<file path="config.mk">
export PLATFORM = sky130hd
export DESIGN_NAME = pss_top
export DESIGN_NICKNAME = d
export VERILOG_FILES = /design/src/hw/pss_pkg.sv /design/src/hw/pss_top.sv
export SDC_FILE = /design/constraint.sdc
export NUM_CORES = 1
export LEC_CHECK = 0
export BUFFER_PORTS_ARGS = -buffer_cell sky130_fd_sc_hd__buf_2
export CORE_ASPECT_RATIO = 0.5
export CORE_MARGIN = 8
export CORE_UTILIZATION = 60
export CTS_BUF_LIST = sky130_fd_sc_hd__clkbuf_4 sky130_fd_sc_hd__clkbuf_8 sky130_fd_sc_hd__clkbuf_16
export DETAILED_ROUTE_END_ITERATION = 10
export GPL_TIMING_DRIVEN = 0
export HOLD_SLACK_MARGIN = 0.1
export PLACE_DENSITY = 0.78
export SLEW_MARGIN = 10
export SYNTH_ARGS = -nofsm -noshare
export SYNTH_HDL_FRONTEND = slang
export SYNTH_SLANG_ARGS = --single-unit
</file>
<file path="constraint.sdc">
create_clock -name clk -period 5.9 [get_ports clk]
set_clock_uncertainty 0.1 [all_clocks]
set_input_delay 0.59 -clock clk [delete_from_list [all_inputs] [get_ports clk]]
set_output_delay 0.59 -clock clk [all_outputs]
set_load 0.02 [all_outputs]
</file>
<file path="src/hw/pss_pkg.sv">
/*
  Constants for the preset step sequencer: register offsets, field positions,
  reset values, condition and destination codes, timing counts.
  Assumes a 100 MHz system clock.
*/
package pss_pkg;
  localparam int          NUM_STEPS      = 8;
  localparam int          FREQ_W         = 16;
  localparam int          DWELL_W        = 14;
  // ******************************************************************
  // register map (word indices on the plain register port)
  // ******************************************************************
  localparam logic [7:0]  OFF_PROG_BASE  = 8'h00;
  localparam logic [7:0]  OFF_DWELL_BASE = 8'h08;
  localparam logic [7:0]  OFF_FREQ_BASE  = 8'h10;
  localparam logic [7:0]  OFF_CTRL       = 8'h18;
  localparam logic [7:0]  OFF_STATUS     = 8'h19;
  localparam logic [7:0]  OFF_IRQ_STAT   = 8'h1A;
  localparam logic [7:0]  OFF_IRQ_MASK   = 8'h1B;
  localparam logic [7:0]  OFF_OUT_SEL    = 8'h1C;
  localparam logic [15:0] PROG_RESET     = 16'h00F1;
  localparam logic [13:0] DWELL_RESET    = 14'h012C;
  localparam logic [13:0] DWELL_MAX      = 14'h270F;
  localparam logic [15:0] FREQ_RESET     = 16'h0000;
  // ******************************************************************
  // control register fields
  // ******************************************************************
  localparam int          CTRL_SRC_LSB   = 0;
  localparam int          CTRL_DI0_LSB   = 4;
  // relay select lsb in the output select word, opto selects follow
  localparam int          CTRL_RLY_LSB   = 0;
  localparam int          SEL_W          = 5;
  localparam logic [3:0]  SRC_SEQUENCER  = 4'h6;
  localparam logic [4:0]  DI_SEL_IN_A    = 5'h17;
  localparam logic [4:0]  DI_SEL_IN_B    = 5'h18;
  localparam logic [4:0]  OUT_SEL_SHARED = 5'h0F;
  localparam logic [15:0] CTRL_RESET     = 16'h0000;
  // ******************************************************************
  // program word digits
  // ******************************************************************
  localparam logic [3:0]  COND_NEVER     = 4'hF;
  localparam logic [3:0]  DEST_STOP      = 4'h8;
  localparam logic [3:0]  DEST_COAST     = 4'h9;
  localparam logic [3:0]  DEST_FAULT     = 4'hA;
  localparam logic [3:0]  D3_RAMP2_FIRST = 4'h6;
  // interrupt bits
  localparam int          IRQ_STEP       = 0;
  localparam int          IRQ_END        = 1;
  localparam int          IRQ_FAULT      = 2;
  localparam int          IRQ_W          = 3;
  // ******************************************************************
  // timing
  // ******************************************************************
  localparam int          CLK_HZ         = 100_000_000;
  localparam int          TICK_MS        = 100;
  localparam int          TICK_CYCLES    = CLK_HZ / 1000 * TICK_MS;
  typedef enum logic [1:0] {PSS_DIR_FWD, PSS_DIR_REV, PSS_DIR_NONE} pss_dir_t;
  typedef enum logic [1:0] {PSS_IDLE, PSS_RUN} pss_state_t;
endpackage : pss_pkg

</file>
<file path="src/hw/pss_top.sv">
/*
  Preset step sequencer: eight programmable steps driving frequency command,
  direction, ramp select, one shared output and end/fault actions.
  Assumes a synchronous register port and synchronous drive-side inputs.
*/
// The placing of the registers and the strobed register port were left to the implementer.
// Behaviour
// program words act only while speed source select equals 6
// configuring party sets all four digits of each program word
// configuring party changes program words only while drive stopped
// advancing may depend on dwell time, logic input, or both
// logic input a exists for select 23, input b for select 24
// step dwell used only for condition codes 1, b, C, d, E
// frequency command equals active step's preset frequency
// start command starts the sequence at step 0
// digit 0 condition advances to next step, 7 wraps to 0
// digit 1 condition (not F) overrides and jumps per digit 2
// digit 2: 0-7 jump, 8 normal stop, 9 coast, A fault
// digit 3 picks ramp set and shared output state
// within each group of three: forward, reverse, no output
// shared output drives outputs whose select equals 15
// only one shared output exists for all steps
// condition codes: skip, dwell, inputs, combinations, dwell plus input, never
// dwell 0.0 to 999.9 s in 0.1 s units, default 30.0 s
// dwell timer counts 0.1 s ticks and restarts on step entry
// logic inputs synchronised, conditions evaluated every clock
`timescale 1ns/1ps
module pss_top
  import pss_pkg::*;
#(
  parameter int TICK_CYC = pss_pkg::TICK_CYCLES
) (
  input  wire logic                         clk,
  input  wire logic                         rst,
  input  wire logic [7:0]                   reg_addr,
  input  wire logic [31:0]                  reg_wdata,
  input  wire logic                         reg_wr,
  input  wire logic                         reg_rd,
  output logic      [31:0]                  reg_rdata,
  input  wire logic                         start_cmd,
  input  wire logic [3:0]                   digital_in,
  output logic      [pss_pkg::FREQ_W-1:0]   freq_cmd,
  output logic      [1:0]                   dir_cmd,
  output logic                              ramp_set2,
  output logic                              run_active,
  output logic                              stop_normal,
  output logic                              stop_coast,
  output logic                              sequence_end_fault,
  output logic      [2:0]                   relay_opto_out,
  output logic                              irq
);
  // ******************************************************************
  // registers
  // ******************************************************************
  logic [15:0]        prog_r  [NUM_STEPS];
  logic [DWELL_W-1:0] dwell_r [NUM_STEPS];
  logic [FREQ_W-1:0]  freq_r  [NUM_STEPS];
  logic [3:0]         speed_source_select_r;
  logic [SEL_W-1:0]   di_sel_r  [4];
  logic [SEL_W-1:0]   out_sel_r [3];
  logic [IRQ_W-1:0]   irq_stat_r;
  logic [IRQ_W-1:0]   irq_mask_r;
  pss_state_t         state_r;
  logic [2:0]         step_r;
  logic [DWELL_W-1:0] dwell_cnt_r;
  logic [31:0]        tick_cnt_r;
  logic [3:0]         din_s1_r;
  logic [3:0]         din_s2_r;
  logic               start_d_r;
  logic               shared_r;

  // ******************************************************************
  // decode
  // ******************************************************************
  function automatic logic cond_met(input logic [3:0] c, input logic tdone,
                                    input logic a, input logic b);
    logic r;
    r = 1'b0;
    case (c)
      4'h0: r = 1'b1;
      4'h1: r = tdone;
      4'h2: r = a;
      4'h3: r = b;
      4'h4: r = !a;
      4'h5: r = !b;
      4'h6: r = a | b;
      4'h7: r = a & b;
      4'h8: r = !a & !b;
      4'h9: r = a & !b;
      4'hA: r = b & !a;
      4'hB: r = tdone & a;
      4'hC: r = tdone & b;
      4'hD: r = tdone & !a;
      4'hE: r = tdone & !b;
      default: r = 1'b0;
    endcase
    return r;
  endfunction : cond_met

  wire         wr_prog   = reg_wr && reg_addr[7:3] == OFF_PROG_BASE[7:3];
  wire         wr_dwell  = reg_wr && reg_addr[7:3] == OFF_DWELL_BASE[7:3];
  wire         wr_freq   = reg_wr && reg_addr[7:3] == OFF_FREQ_BASE[7:3];
  wire         wr_ctrl   = reg_wr && reg_addr == OFF_CTRL;
  wire         wr_istat  = reg_wr && reg_addr == OFF_IRQ_STAT;
  wire         wr_imask  = reg_wr && reg_addr == OFF_IRQ_MASK;
  wire         wr_osel   = reg_wr && reg_addr == OFF_OUT_SEL;
  wire [2:0]   widx      = reg_addr[2:0];
  // any value above the limit clamps, upper bits included
  wire [DWELL_W-1:0] wdwell = (|reg_wdata[31:DWELL_W] || reg_wdata[DWELL_W-1:0] > DWELL_MAX)
                              ? DWELL_MAX : reg_wdata[DWELL_W-1:0];
  wire         seq_on    = speed_source_select_r == SRC_SEQUENCER;
  logic        in_a;
  logic        in_b;
  always_comb begin
    in_a = 1'b0;
    in_b = 1'b0;
    for (int i = 0; i < 4; i++) begin
      if (di_sel_r[i] == DI_SEL_IN_A) in_a = in_a | din_s2_r[i];
      if (di_sel_r[i] == DI_SEL_IN_B) in_b = in_b | din_s2_r[i];
    end
  end
  wire [15:0]  word      = prog_r[step_r];
  wire [3:0]   d0        = word[3:0];
  wire [3:0]   d1        = word[7:4];
  wire [3:0]   d2        = word[11:8];
  wire [3:0]   d3        = word[15:12];
  wire         tdone     = dwell_cnt_r >= dwell_r[step_r];
  wire         jump      = d1 != COND_NEVER && cond_met(d1, tdone, in_a, in_b);
  wire         adv       = cond_met(d0, tdone, in_a, in_b);
  wire         start_re  = start_cmd && !start_d_r;
  wire         running   = state_r == PSS_RUN;
  wire         do_jump   = running && jump && d2 <= 4'h7;
  wire         do_end    = running && jump && d2 > 4'h7;
  wire         do_adv    = running && !jump && adv;
  wire         entering  = (!running && seq_on && start_re) || do_jump || do_adv;
  wire [2:0]   next_step = do_jump ? d2[2:0] : 3'(step_r + 3'h1);
  wire         tick      = tick_cnt_r >= 32'(TICK_CYC - 1);
  wire [IRQ_W-1:0] ev    = {do_end && d2 == DEST_FAULT, do_end, do_jump || do_adv};
  // position within each group of three digit 3 values
  wire [1:0]   sub       = 2'(d3 % 4'h3);
  wire         shared_nx = (d3 >= 4'h3 && d3 <= 4'h5) || (d3 >= 4'h9 && d3 <= 4'hB);
  wire [31:0]  rd_val    =
      (reg_addr[7:3] == OFF_PROG_BASE[7:3])  ? {16'h0000, prog_r[widx]} :
      (reg_addr[7:3] == OFF_DWELL_BASE[7:3]) ? {18'h00000, dwell_r[widx]} :
      (reg_addr[7:3] == OFF_FREQ_BASE[7:3])  ? {16'h0000, freq_r[widx]} :
      (reg_addr == OFF_CTRL) ? {8'h00, di_sel_r[3], di_sel_r[2], di_sel_r[1], di_sel_r[0],
                                speed_source_select_r} :
      (reg_addr == OFF_OUT_SEL) ? {17'h00000, out_sel_r[2], out_sel_r[1], out_sel_r[0]} :
      (reg_addr == OFF_STATUS)   ? {26'h0, in_b, in_a, step_r, running} :
      (reg_addr == OFF_IRQ_STAT) ? {29'h0, irq_stat_r} :
      (reg_addr == OFF_IRQ_MASK) ? {29'h0, irq_mask_r} : 32'h0000_0000;

  // ******************************************************************
  // register file
  // ******************************************************************
  always_ff @(posedge clk) begin
    if (rst) begin
      for (int i = 0; i < NUM_STEPS; i++) begin
        prog_r[i]  <= PROG_RESET;
        dwell_r[i] <= DWELL_RESET;
        freq_r[i]  <= FREQ_RESET;
      end
      speed_source_select_r <= 4'h0;
      for (int i = 0; i < 4; i++) di_sel_r[i] <= 5'h00;
      for (int i = 0; i < 3; i++) out_sel_r[i] <= 5'h00;
      irq_mask_r <= 3'h0;
      reg_rdata  <= 32'h0000_0000;
    end else begin
      if (wr_prog) prog_r[widx] <= reg_wdata[15:0];
      if (wr_dwell) dwell_r[widx] <= wdwell;
      if (wr_freq) freq_r[widx] <= reg_wdata[FREQ_W-1:0];
      if (wr_ctrl) begin
        speed_source_select_r <= reg_wdata[CTRL_SRC_LSB +: 4];
        for (int i = 0; i < 4; i++) di_sel_r[i] <= reg_wdata[CTRL_DI0_LSB + 5*i +: 5];
      end
      if (wr_osel) begin
        for (int i = 0; i < 3; i++) out_sel_r[i] <= reg_wdata[CTRL_RLY_LSB + 5*i +: 5];
      end
      if (wr_imask) irq_mask_r <= reg_wdata[IRQ_W-1:0];
      reg_rdata <= reg_rd ? rd_val : 32'h0000_0000;
    end
  end

  // set wins over write-one-to-clear
  always_ff @(posedge clk) begin
    if (rst) irq_stat_r <= 3'h0;
    else irq_stat_r <= (irq_stat_r & ~(wr_istat ? reg_wdata[IRQ_W-1:0] : 3'h0)) | ev;
  end

  // ******************************************************************
  // input synchronisers and tick prescaler
  // ******************************************************************
  always_ff @(posedge clk) begin
    if (rst) begin
      din_s1_r  <= 4'h0;
      din_s2_r  <= 4'h0;
      start_d_r <= 1'b0;
    end else begin
      din_s1_r  <= digital_in;
      din_s2_r  <= din_s1_r;
      start_d_r <= start_cmd;
    end
  end

  always_ff @(posedge clk) begin
    if (rst || entering) tick_cnt_r <= 32'h0;
    else if (tick) tick_cnt_r <= 32'h0;
    else tick_cnt_r <= tick_cnt_r + 32'h1;
  end

  always_ff @(posedge clk) begin
    if (rst || entering) dwell_cnt_r <= '0;
    else if (tick && dwell_cnt_r != DWELL_MAX) dwell_cnt_r <= 14'(dwell_cnt_r + 14'h1);
  end

  // ******************************************************************
  // sequencer
  // ******************************************************************
  always_ff @(posedge clk) begin
    if (rst) begin
      state_r            <= PSS_IDLE;
      step_r             <= 3'h0;
      stop_normal        <= 1'b0;
      stop_coast         <= 1'b0;
      sequence_end_fault <= 1'b0;
    end else begin
      stop_normal <= 1'b0;
      stop_coast  <= 1'b0;
      case (state_r)
        PSS_IDLE: begin
          if (seq_on && start_re) begin
            state_r            <= PSS_RUN;
            step_r             <= 3'h0;
            sequence_end_fault <= 1'b0;
          end
        end
        default: begin
          if (!seq_on || !start_cmd) begin
            state_r     <= PSS_IDLE;
            stop_normal <= 1'b1;
          end else if (do_end) begin
            state_r            <= PSS_IDLE;
            stop_normal        <= d2 == DEST_STOP;
            stop_coast         <= d2 == DEST_COAST;
            sequence_end_fault <= d2 == DEST_FAULT;
          end else if (do_jump || do_adv) begin
            step_r <= next_step;
          end
        end
      endcase
    end
  end

  // ******************************************************************
  // outputs
  // ******************************************************************
  always_ff @(posedge clk) begin
    if (rst) begin
      freq_cmd       <= '0;
      dir_cmd        <= PSS_DIR_NONE;
      ramp_set2      <= 1'b0;
      run_active     <= 1'b0;
      shared_r       <= 1'b0;
      relay_opto_out <= 3'h0;
      irq            <= 1'b0;
    end else begin
      run_active <= running;
      freq_cmd   <= running ? freq_r[step_r] : '0;
      dir_cmd    <= !running ? PSS_DIR_NONE : (sub == 2'h0) ? PSS_DIR_FWD :
                    (sub == 2'h1) ? PSS_DIR_REV : PSS_DIR_NONE;
      ramp_set2  <= running && d3 >= D3_RAMP2_FIRST;
      shared_r   <= running && shared_nx;
      for (int i = 0; i < 3; i++)
        relay_opto_out[i] <= out_sel_r[i] == OUT_SEL_SHARED && shared_r;
      irq <= |(irq_stat_r & irq_mask_r);
    end
  end
endmodule : pss_top

</file>
# Word-level counts from Yosys, hierarchy flattened
# Memories as Yosys holds them, arrays and structs flattened. A register that Yosys moved wholly into a read port is not among the register bits.
# Index checks and enable logic that the tools add are counted.
classes:
  bitwise_logic: 29
  reduce_logical: 64
  n_eq_ne: 57
  n_div: 1
  mux: 75
  n_addsub: 3
  order_cmp: 10
ops:
  columns: ["operator", "count"]
  rows:
  - ["16-bit two-way mux", 5]
  - ["4-bit == test (second input constant)", 17]
  - ["3-bit two-way mux", 16]
  - ["5-bit == test (second input constant)", 8]
  - ["8-bit by 5-bit == test with 1-bit output (second input constant)", 5]
  - ["4-bit by 3-bit == test with 1-bit output (second input constant)", 9]
  - ["5-bit two-way mux", 7]
  - ["1-bit two-way mux", 34]
  - ["32-bit by 1-bit adder with 32-bit output (second input constant)", 1]
  - ["32-bit by 24-bit >= comparator with 1-bit output (second input constant)", 1]
  - ["16-bit OR reduction", 2]
  - ["1-bit one-hot mux with 15 select lines", 2]
  - ["14-bit two-way mux", 2]
  - ["1-bit logical AND", 26]
  - ["24-bit two-way mux", 1]
  - ["18-bit OR reduction", 1]
  - ["4-bit by 2-bit == test with 1-bit output (second input constant)", 4]
  - ["5-bit by 4-bit == test with 1-bit output (second input constant)", 3]
  - ["15-bit two-way mux", 1]
  - ["14-bit by 1-bit adder with 14-bit output (second input constant)", 1]
  - ["14-bit >= comparator", 1]
  - ["14-bit > comparator (second input constant)", 1]
  - ["14-bit inequality test (second input constant)", 1]
  - ["1-bit bitwise OR", 14]
  - ["38 further kinds", 76]
totals:
  output_inout_bits: 59
  elab_cells: 267
  register_bits: 114
  memories: 5
  ram_bits: 403
memory_table:
  columns: ["memory", "depth", "word_bits", "read_ports", "rd_clocked_by_memory_dff", "wr", "line", "source"]
  rows:
  - ["freq_r", 8, 16, 2, 1, 8, "pss_top.sv:57", "logic [FREQ_W-1:0] freq_r [NUM_STEPS];"]
  - ["prog_r", 8, 16, 2, 1, 8, "pss_top.sv:55", "logic [15:0] prog_r [NUM_STEPS];"]
  - ["dwell_r", 8, 14, 2, 1, 8, "pss_top.sv:56", "logic [DWELL_W-1:0] dwell_r [NUM_STEPS];"]
  - ["di_sel_r", 4, 5, 4, 0, 4, "pss_top.sv:59", "logic [SEL_W-1:0] di_sel_r [4];"]
  - ["out_sel_r", 3, 5, 3, 0, 3, "pss_top.sv:60", "logic [SEL_W-1:0] out_sel_r [3];"]

# Depth between registers and ports, before layout
# Gate-level depths: netlist of run 1.
# An unclocked memory read counts as a cell.
depth:
  word_depth: 23
  ltp_mapped: 19
  mapped_depth_nobuf: 13

# Least setup slack after synthesis of run 1
# No wires, ideal clock.
synth_timing:
  path_type: "register to register"
  start: "register (tool-made name)"
  end: "register (tool-made name)"
  path_slack_ps: 1344
  setup_time_ps: 121
  arrival_ps: 4335
  synth_period_minus_slack_ps: 4556
  path_stages_with_launch: 19
  n_path_buf: 6
  cell_sequence: "dfxtp_1 > buf_2 > buf_2 > buf_4 > buf_2 > buf_2 > mux4_2 > mux2i_1 > ha_1 > a21oi_1 > nand2_1 > a211oi_1 > o31a_1 > a21oi_1 > nor2_1 > o2111ai_2 > a31o_1 > buf_6 > mux2_4"

==> run_results.csv, run 1 <==
group,metric,value,unit
route,first_pass_iters,6,
yosys,avgSynthCellArea,13.29,sq um
setup_path,cp_max_fo,10,
finish,ff_latch_area,14580,sq um
grt,antenna_found_initial,3,
finish,multiInputGateArea,10860,sq um
power,p_sw,1.902,mW
route,wl_met3,11440,microns
route,wl_met1,27550,microns
yosys,synth_seq_cells,527,
clocking,cts_sinks,527,
power,power_frac_comb,0.076,
placement,placed_cells,2661,
grt,grt_max_degree,21,
route,drt-initial-drc-count,2711,
sta,max_freq,181.5,MHz
route,routed_wl,78170,microns
power,p_int,6.159,mW
sta,timing.final.crit_period,5509,ps
clocking,root_buffer,"clkbuf_16",
finish,drive_above_1_share,0.2134,
sta,tns,0,ps
power,pwr-share-seq,0.523,
yosys,ys_seq_area_frac,0.5590,
route,drc,0,
run,max_cap_violations,0,
setup_path,critPathKind,"flop to flop",
floorplan,initial_utilization,0.6034,
power,p_per_area,278.4,nW/um^2
grt,grt_pass1_wl,113900,microns
sta,worst_pin_slew,1295,ps
yosys,yosysTopAreaCellShare,0.4638,
grt,first_global_vias,18040,
route,ant_nets,0,
route,route.met2.wl,35580,microns
finish,nets,2188,
setup_path,start_kind,"flop",
yosys,yosys-top-cells-area,"edfxtp_1, mux4_2, dfxtp_1",
yosys,yosys_warnings,0,
clocking,cts_max_level,2,
placement,io_buffers,95,
power,ir_drop,293.1,uV
route,vias,18370,
route,top_layer,"met4",
clocking,clk_latency,600,ps
placement,hpwl,55220,microns
finish,stdcell_count,2744,
route,wl_per_cell,28.49,microns
yosys,synth_edf_count,403,
finish,antenna_cells,0,
yosys,syn_area,26090,sq um
clocking,clkTransAtPathRegs,70,ps
yosys,yosysMostFrequentCell,"edfxtp_1",
setup_path,worstPathRequired,6270,ps
yosys,syn_inst,1963,
sta,post-route-period-util,0.9338,
grt,grt_overflow,0,
floorplan,core,43240,sq um
outcome,outcome,"finished clean",
placement,gp_congestion,0.9951,
clocking,clock_path_buffers,3,
hold_path,worstHoldStart,"digital_in[1]",
sta,rsz0062_at_grt,"no",
clocking,cts_tree,"built",
floorplan,die_area,50820,sq um
power,swShare,0.2359,
sta,max_slew_margin,0.1369,
setup_path,worst_setup_path_end_kind,"flop",
finish,fillers,3076,
sta,slew_violations,0,
clocking,cts_buffers,47,
yosys,ys_types,65,
hold_path,hp-class,"input pin to flop",
floorplan,dieWidth,310.9,microns
yosys,netlist_top_cells_count,"edfxtp_1, and2_1, nor2_1, mux4_2, dfxtp_1",
floorplan,io_pins,108,
clocking,post_cts_buffers,0,
yosys,yosys.area.top_type,"edfxtp_1",
setup_path,crit_arrival,5880,ps
floorplan,die_y,163.5,microns
finish,area_growth_syn_to_layout,11.00,%
route,via_per_inst,6.696,
sta,hold_viol,0,
yosys,ys.flop_type,"edfxtp_1",
power,p_leak,10.05,nW
grt,grt_usage,0.3015,
yosys,async_reset_ff_frac,0,
power,pwr-share-clk,0.400,
floorplan,num_rows,54,
setup_path,ff2ff_setup_slack,390,ps
sta,finalSetupViolCount,0,
[power by group through the flow]
| stage | Sequential (mW) | Clock, mW | Combinational, mW |
|---|---|---|---|
| floorplan | 4.26 | 0 | 0.375 |
| global placement | 4.28 | 0 | 0.582 |
| detailed placement | 4.29 | 0 | 0.590 |
| CTS | 4.21 | 3.21 | 0.593 |
| global route | 4.23 | 3.35 | 0.635 |
| finish | 4.22 | 3.23 | 0.615 |
[layout make-up]
type                    count  share of cell area
plain buffers             154             0.02299
clock buffers              67             0.04796
clock inverters            19            0.006827
inverters                  14            0.001815
multi-input cells        1280              0.3750
flip-flops and latches    527              0.5036
well taps                 588             0.02541
repair buffers             95             0.01642
[through the flow]
| stage | hold slack [ps] | area, sq um | total power, mW | worst slack, ps | util |
|---|---|---|---|---|---|
| final | 123.9 | 28960 | 8.061 | 390.7 | 0.6697 |
| after global routing | 137.1 | 28960 | 8.219 | 126.6 | 0.6697 |
| after CTS | 113.4 | 28960 | 8.016 | 87.04 | 0.6696 |
| after detailed placement | 326.5 | 27370 | 4.885 | -373.8 | 0.6328 |
| after global placement | 320.0 | 27360 | 4.862 | -350.3 | 0.6327 |
| after floorplan | 313.8 | 26150 | 4.636 | 1344 | - |
[final timing paths]
check	end	depth (start not counted)
max	flop	15
max reg2reg	flop	15
min	din_s1_r[1]	2
min reg2reg	din_s2_r[3]	1
[worst max-delay path: stages, from the launching register on]
cell       delay, ps
dfxtp_1          420
buf_2            400
clkbuf_1         860
clkbuf_1         700
mux2i_1          430
ha_1             330
a21oi_1          130
o221ai_1         140
a31oi_1          200
o31a_1           290
a21oi_1          130
nor2_1           170
o2111ai_2        300
a31o_1           330
buf_6            140
mux2_4           290
[cells in the final DEF (no fill, tap or decap), types with 20 or more instances in the layout]
cell type and instances:
mux2_2 34, clkbuf_1 110, mux2i_1 66, dfxtp_1 124
xor2_1 24, or2_2 23, nand3_1 38, or3_1 42
a21oi_1 45, clkbuf_16 47, and3_1 50, nand2_1 97
nor2_1 222, and2_1 222, edfxtp_1 403, ha_1 20
mux4_2 182, buf_2 107, nand2b_1 23
[cell families (layout without fill, tap and decap cells)]
| group | Yosys count | in the layout | synth area share |
|---|---|---|---|
| AO/OA/AOI/OAI | 123 | 123 | 0.03204 |
| adder cells (fa/ha/maj) | 21 | 21 | 0.009975 |
| multiplexers | 285 | 285 | 0.1991 |
| XOR/XNOR | 37 | 37 | 0.01242 |
| AND/OR/NAND/NOR | 798 | 798 | 0.1599 |
| buffers and inverters | 171 | 349 | 0.02743 |
| other | 1 | 16 | 0.0001437 |
| flip-flops | 527 | 527 | 0.5590 |
[state kept, by name, indices dropped and copies added (netlist names), 4 cells and up, named ones only]
| name | cells |
|---|---|
| di_sel_r | 20 |
| din_s1_r | 4 |
| din_s2_r | 4 |
| dwell_cnt_r | 14 |
| dwell_r | 112 |
| freq_cmd | 16 |
| freq_r | 128 |
| out_sel_r | 15 |
| prog_r | 128 |
| reg_rdata | 24 |
| speed_source_select_r | 4 |
| tick_cnt_r | 32 |
[layer usage]
layer,global-route usage,up-vias
met2,0.4813,1382
met1,0.3780,9088
met3,0.1060,260
met4,0.1241,0
li1,-,7644
met5,0,-
[timing repair]
action                     in CTS  in global routing
hold endpoints to repair        0                  0
pin swaps                       0                  0
gates cloned                    0                  0
resized for setup               4                  1
hold buffers                    0                  0
setup endpoints to repair      46                 36
Power figures use the tool's default switching activity.
==> run 2, diff against run 1 <==
--- a/config.mk
+++ b/config.mk
@@ -6,14 +6,13 @@
 export NUM_CORES = 1
 export LEC_CHECK = 0
 export BUFFER_PORTS_ARGS = -buffer_cell sky130_fd_sc_hd__buf_2
-export CORE_ASPECT_RATIO = 0.5
 export CORE_MARGIN = 8
-export CORE_UTILIZATION = 60
+export CORE_UTILIZATION = 62
 export CTS_BUF_LIST = sky130_fd_sc_hd__clkbuf_4 sky130_fd_sc_hd__clkbuf_8 sky130_fd_sc_hd__clkbuf_16
 export DETAILED_ROUTE_END_ITERATION = 10
 export GPL_TIMING_DRIVEN = 0
 export HOLD_SLACK_MARGIN = 0.1
-export PLACE_DENSITY = 0.78
+export PLACE_DENSITY = 0.8
 export SLEW_MARGIN = 10
 export SYNTH_ARGS = -nofsm -noshare
 export SYNTH_HDL_FRONTEND = slang
==> run 2 against run 1 <==
Effect of this change: final area is 0.57% higher; cell count is 1.1% lower; clock power is 7.7% higher; flip-flop and latch count stayed put; largest power group unchanged.
==> run_results.csv, run 2 (same netlist as run 1, synthesis figures left out) <==
group,metric,value,unit
clocking,cts_sinks,527,
finish,layout_commonest_cell,"edfxtp_1",
setup_path,crit_path_cell_trace,"buf_6, buf_6, buf_2, clkbuf_2, clkbuf_2, mux4_2, mux2i_1, ha_1, a21oi_1, o221ai_1, a31oi_1, o31a_1, a21oi_1, o21bai_2, or2_1, nand4_1, buf_2, nor2_1",
placement,io_buffers,95,
hold_path,hp-class,"input pin to flop",
grt,grt_pass1_wl,117700,microns
clocking,root_buffer,"clkbuf_16",
setup_path,cp_slowest_cell,"clkbuf_2",
sta,finalSetupViolCount,0,
setup_path,cp_max_fo,19,
floorplan,core,41760,sq um
setup_path,worst_setup_path_end_kind,"flop",
finish,fillers,2808,
route,wl_per_cell,29.69,microns
power,power_frac_comb,0.074,
setup_path,worstPathRequired,6340,ps
setup_path,critPathKind,"flop to flop",
route,via_per_inst,6.913,
sta,post-route-period-util,0.9714,
placement,gp_congestion,0.9832,
floorplan,initial_utilization,0.6248,
sta,max_freq,174.5,MHz
grt,grt_overflow,0,
power,p_sw,1.927,mW
grt,first_global_vias,18670,
finish,ff_latch_area,14580,sq um
finish,final_core_util,0.6975,
setup_path,crit_arrival,6170,ps
finish,multiInputGateArea,10850,sq um
clocking,clock_path_buffers,3,
floorplan,die_area,48900,sq um
power,p_leak,10.15,nW
route,routed_wl,80570,microns
floorplan,num_rows,75,
finish,nets,2195,
grt,grt_max_degree,21,
grt,antenna_found_initial,8,
power,pwr-share-clk,0.418,
clocking,post_cts_buffers,0,
clocking,clkTransAtPathRegs,60,ps
power,pwr-share-seq,0.508,
finish,final_cell_mix,"edfxtp_1, nor2_1, and2_1, mux4_2, dfxtp_1",
sta,slew_violations,0,
setup_path,start_kind,"flop",
placement,hpwl,56440,microns
route,drt-initial-drc-count,2620,
sta,rsz0062_at_grt,"no",
clocking,cts_tree,"built",
route,first_pass_iters,6,
setup_path,critical-path-max-stage-delay,500,ps
finish,drive_above_1_share,0.2152,
power,p_per_area,285.5,nW/um^2
sta,tns,0,ps
sta,worst_pin_slew,1280,ps
floorplan,die_y,221.1,microns
route,ant_nets,0,
clocking,clk_latency,620,ps
sta,timing.final.crit_period,5731,ps
sta,max_slew_margin,0.1470,
power,p_int,6.388,mW
power,swShare,0.2318,
outcome,outcome,"finished clean",
floorplan,io_pins,108,
clocking,cts_max_level,2,
run,max_cap_violations,0,
finish,area_growth_syn_to_layout,11.63,%
floorplan,dieWidth,221.1,microns
sta,hold_viol,0,
power,ir_drop,300.8,uV
finish,top_regs,"freq_r: 128 flops, prog_r: 128 flops, dwell_r: 112 flops",
route,vias,18760,
grt,grt_usage,0.3236,
clocking,cts_buffers,53,
route,drc,0,
## run 2: cell types whose count changed in the layout (fill, tap and decap cells not counted), moves of 2 or more
cell       change
diode_2        +5
clkinv_1       +4
buf_2          -2
clkbuf_16      +8
buf_1          +2
inv_4          +2
## run 2: power groups by stage
| stage | sequential [mW] | clock, mW | combinational [mW] |
|---|---|---|---|
| after floorplan | 4.26 | 0 | 0.375 |
| after global placement | 4.28 | 0 | 0.577 |
| after detailed placement | 4.30 | 0 | 0.587 |
| after CTS | 4.22 | 3.46 | 0.591 |
| after global routing | 4.24 | 3.59 | 0.629 |
| final | 4.23 | 3.48 | 0.612 |
## run 2: through the flow
stage	power [mW]	std cells	cell area (sq um)	hold WS [ps]	setup WS, ps
floorplan	4.636	1978	26150	313.8	1344
CTS	8.268	2710	29100	101.2	61.96
detailed placement	4.886	2612	27300	335.1	-597.1
global route	8.458	2711	29120	112.6	4.172
global placement	4.855	2612	27300	327.8	-465.1
finish	8.315	2714	29130	104.7	168.7
## run 2: critical path: cells and delay by family, from the launching register on
kind / cells / cell delay, ps
mux: 2 / 740
fa+ha+maj: 1 / 330
flops: 1 / 330
simple gates: 3 / 690
compound gates: 6 / 1320
buf+inv: 6 / 2120
## run 2: layout make-up
class,instances,area share
flip-flops and latches,527,0.5007
multi-input cells,1280,0.3726
clock buffers,74,0.05451
well taps,539,0.02315
plain buffers,154,0.02290
repair buffers,96,0.01667
clock inverters,25,0.007174
inverters,14,0.001804
diodes,5,0.0004296
## run 2: repair_timing
item	4_1_cts	5_1_grt
hold endpoints to repair	1	0
pin swaps	0	0
hold buffers	1	0
gates resized for setup	5	2
endpoints found under the setup margin	50	34
## run 2: path summary, 6_finish.rpt
path	startpoint	endpoint	slack, ps	cells past startpoint
setup / recovery	flop	tick_cnt_r[2]	170	18
hold / removal	digital_in[3]	din_s1_r[3]	100	2
setup reg to reg	flop	tick_cnt_r[2]	170	18
hold reg to reg	din_s1_r[3]	din_s2_r[3]	340	1
## run 2: routing by layer
layer / global-route usage / wire length (microns) / vias to the layer above
li1: - / - / 7678
met4: 0.2015 / 5787 / 12
met1: 0.3903 / 26800 / 9081
met3: 0.1234 / 12070 / 361
met5: 0.01811 / 184 / -
met2: 0.4878 / 35730 / 1631
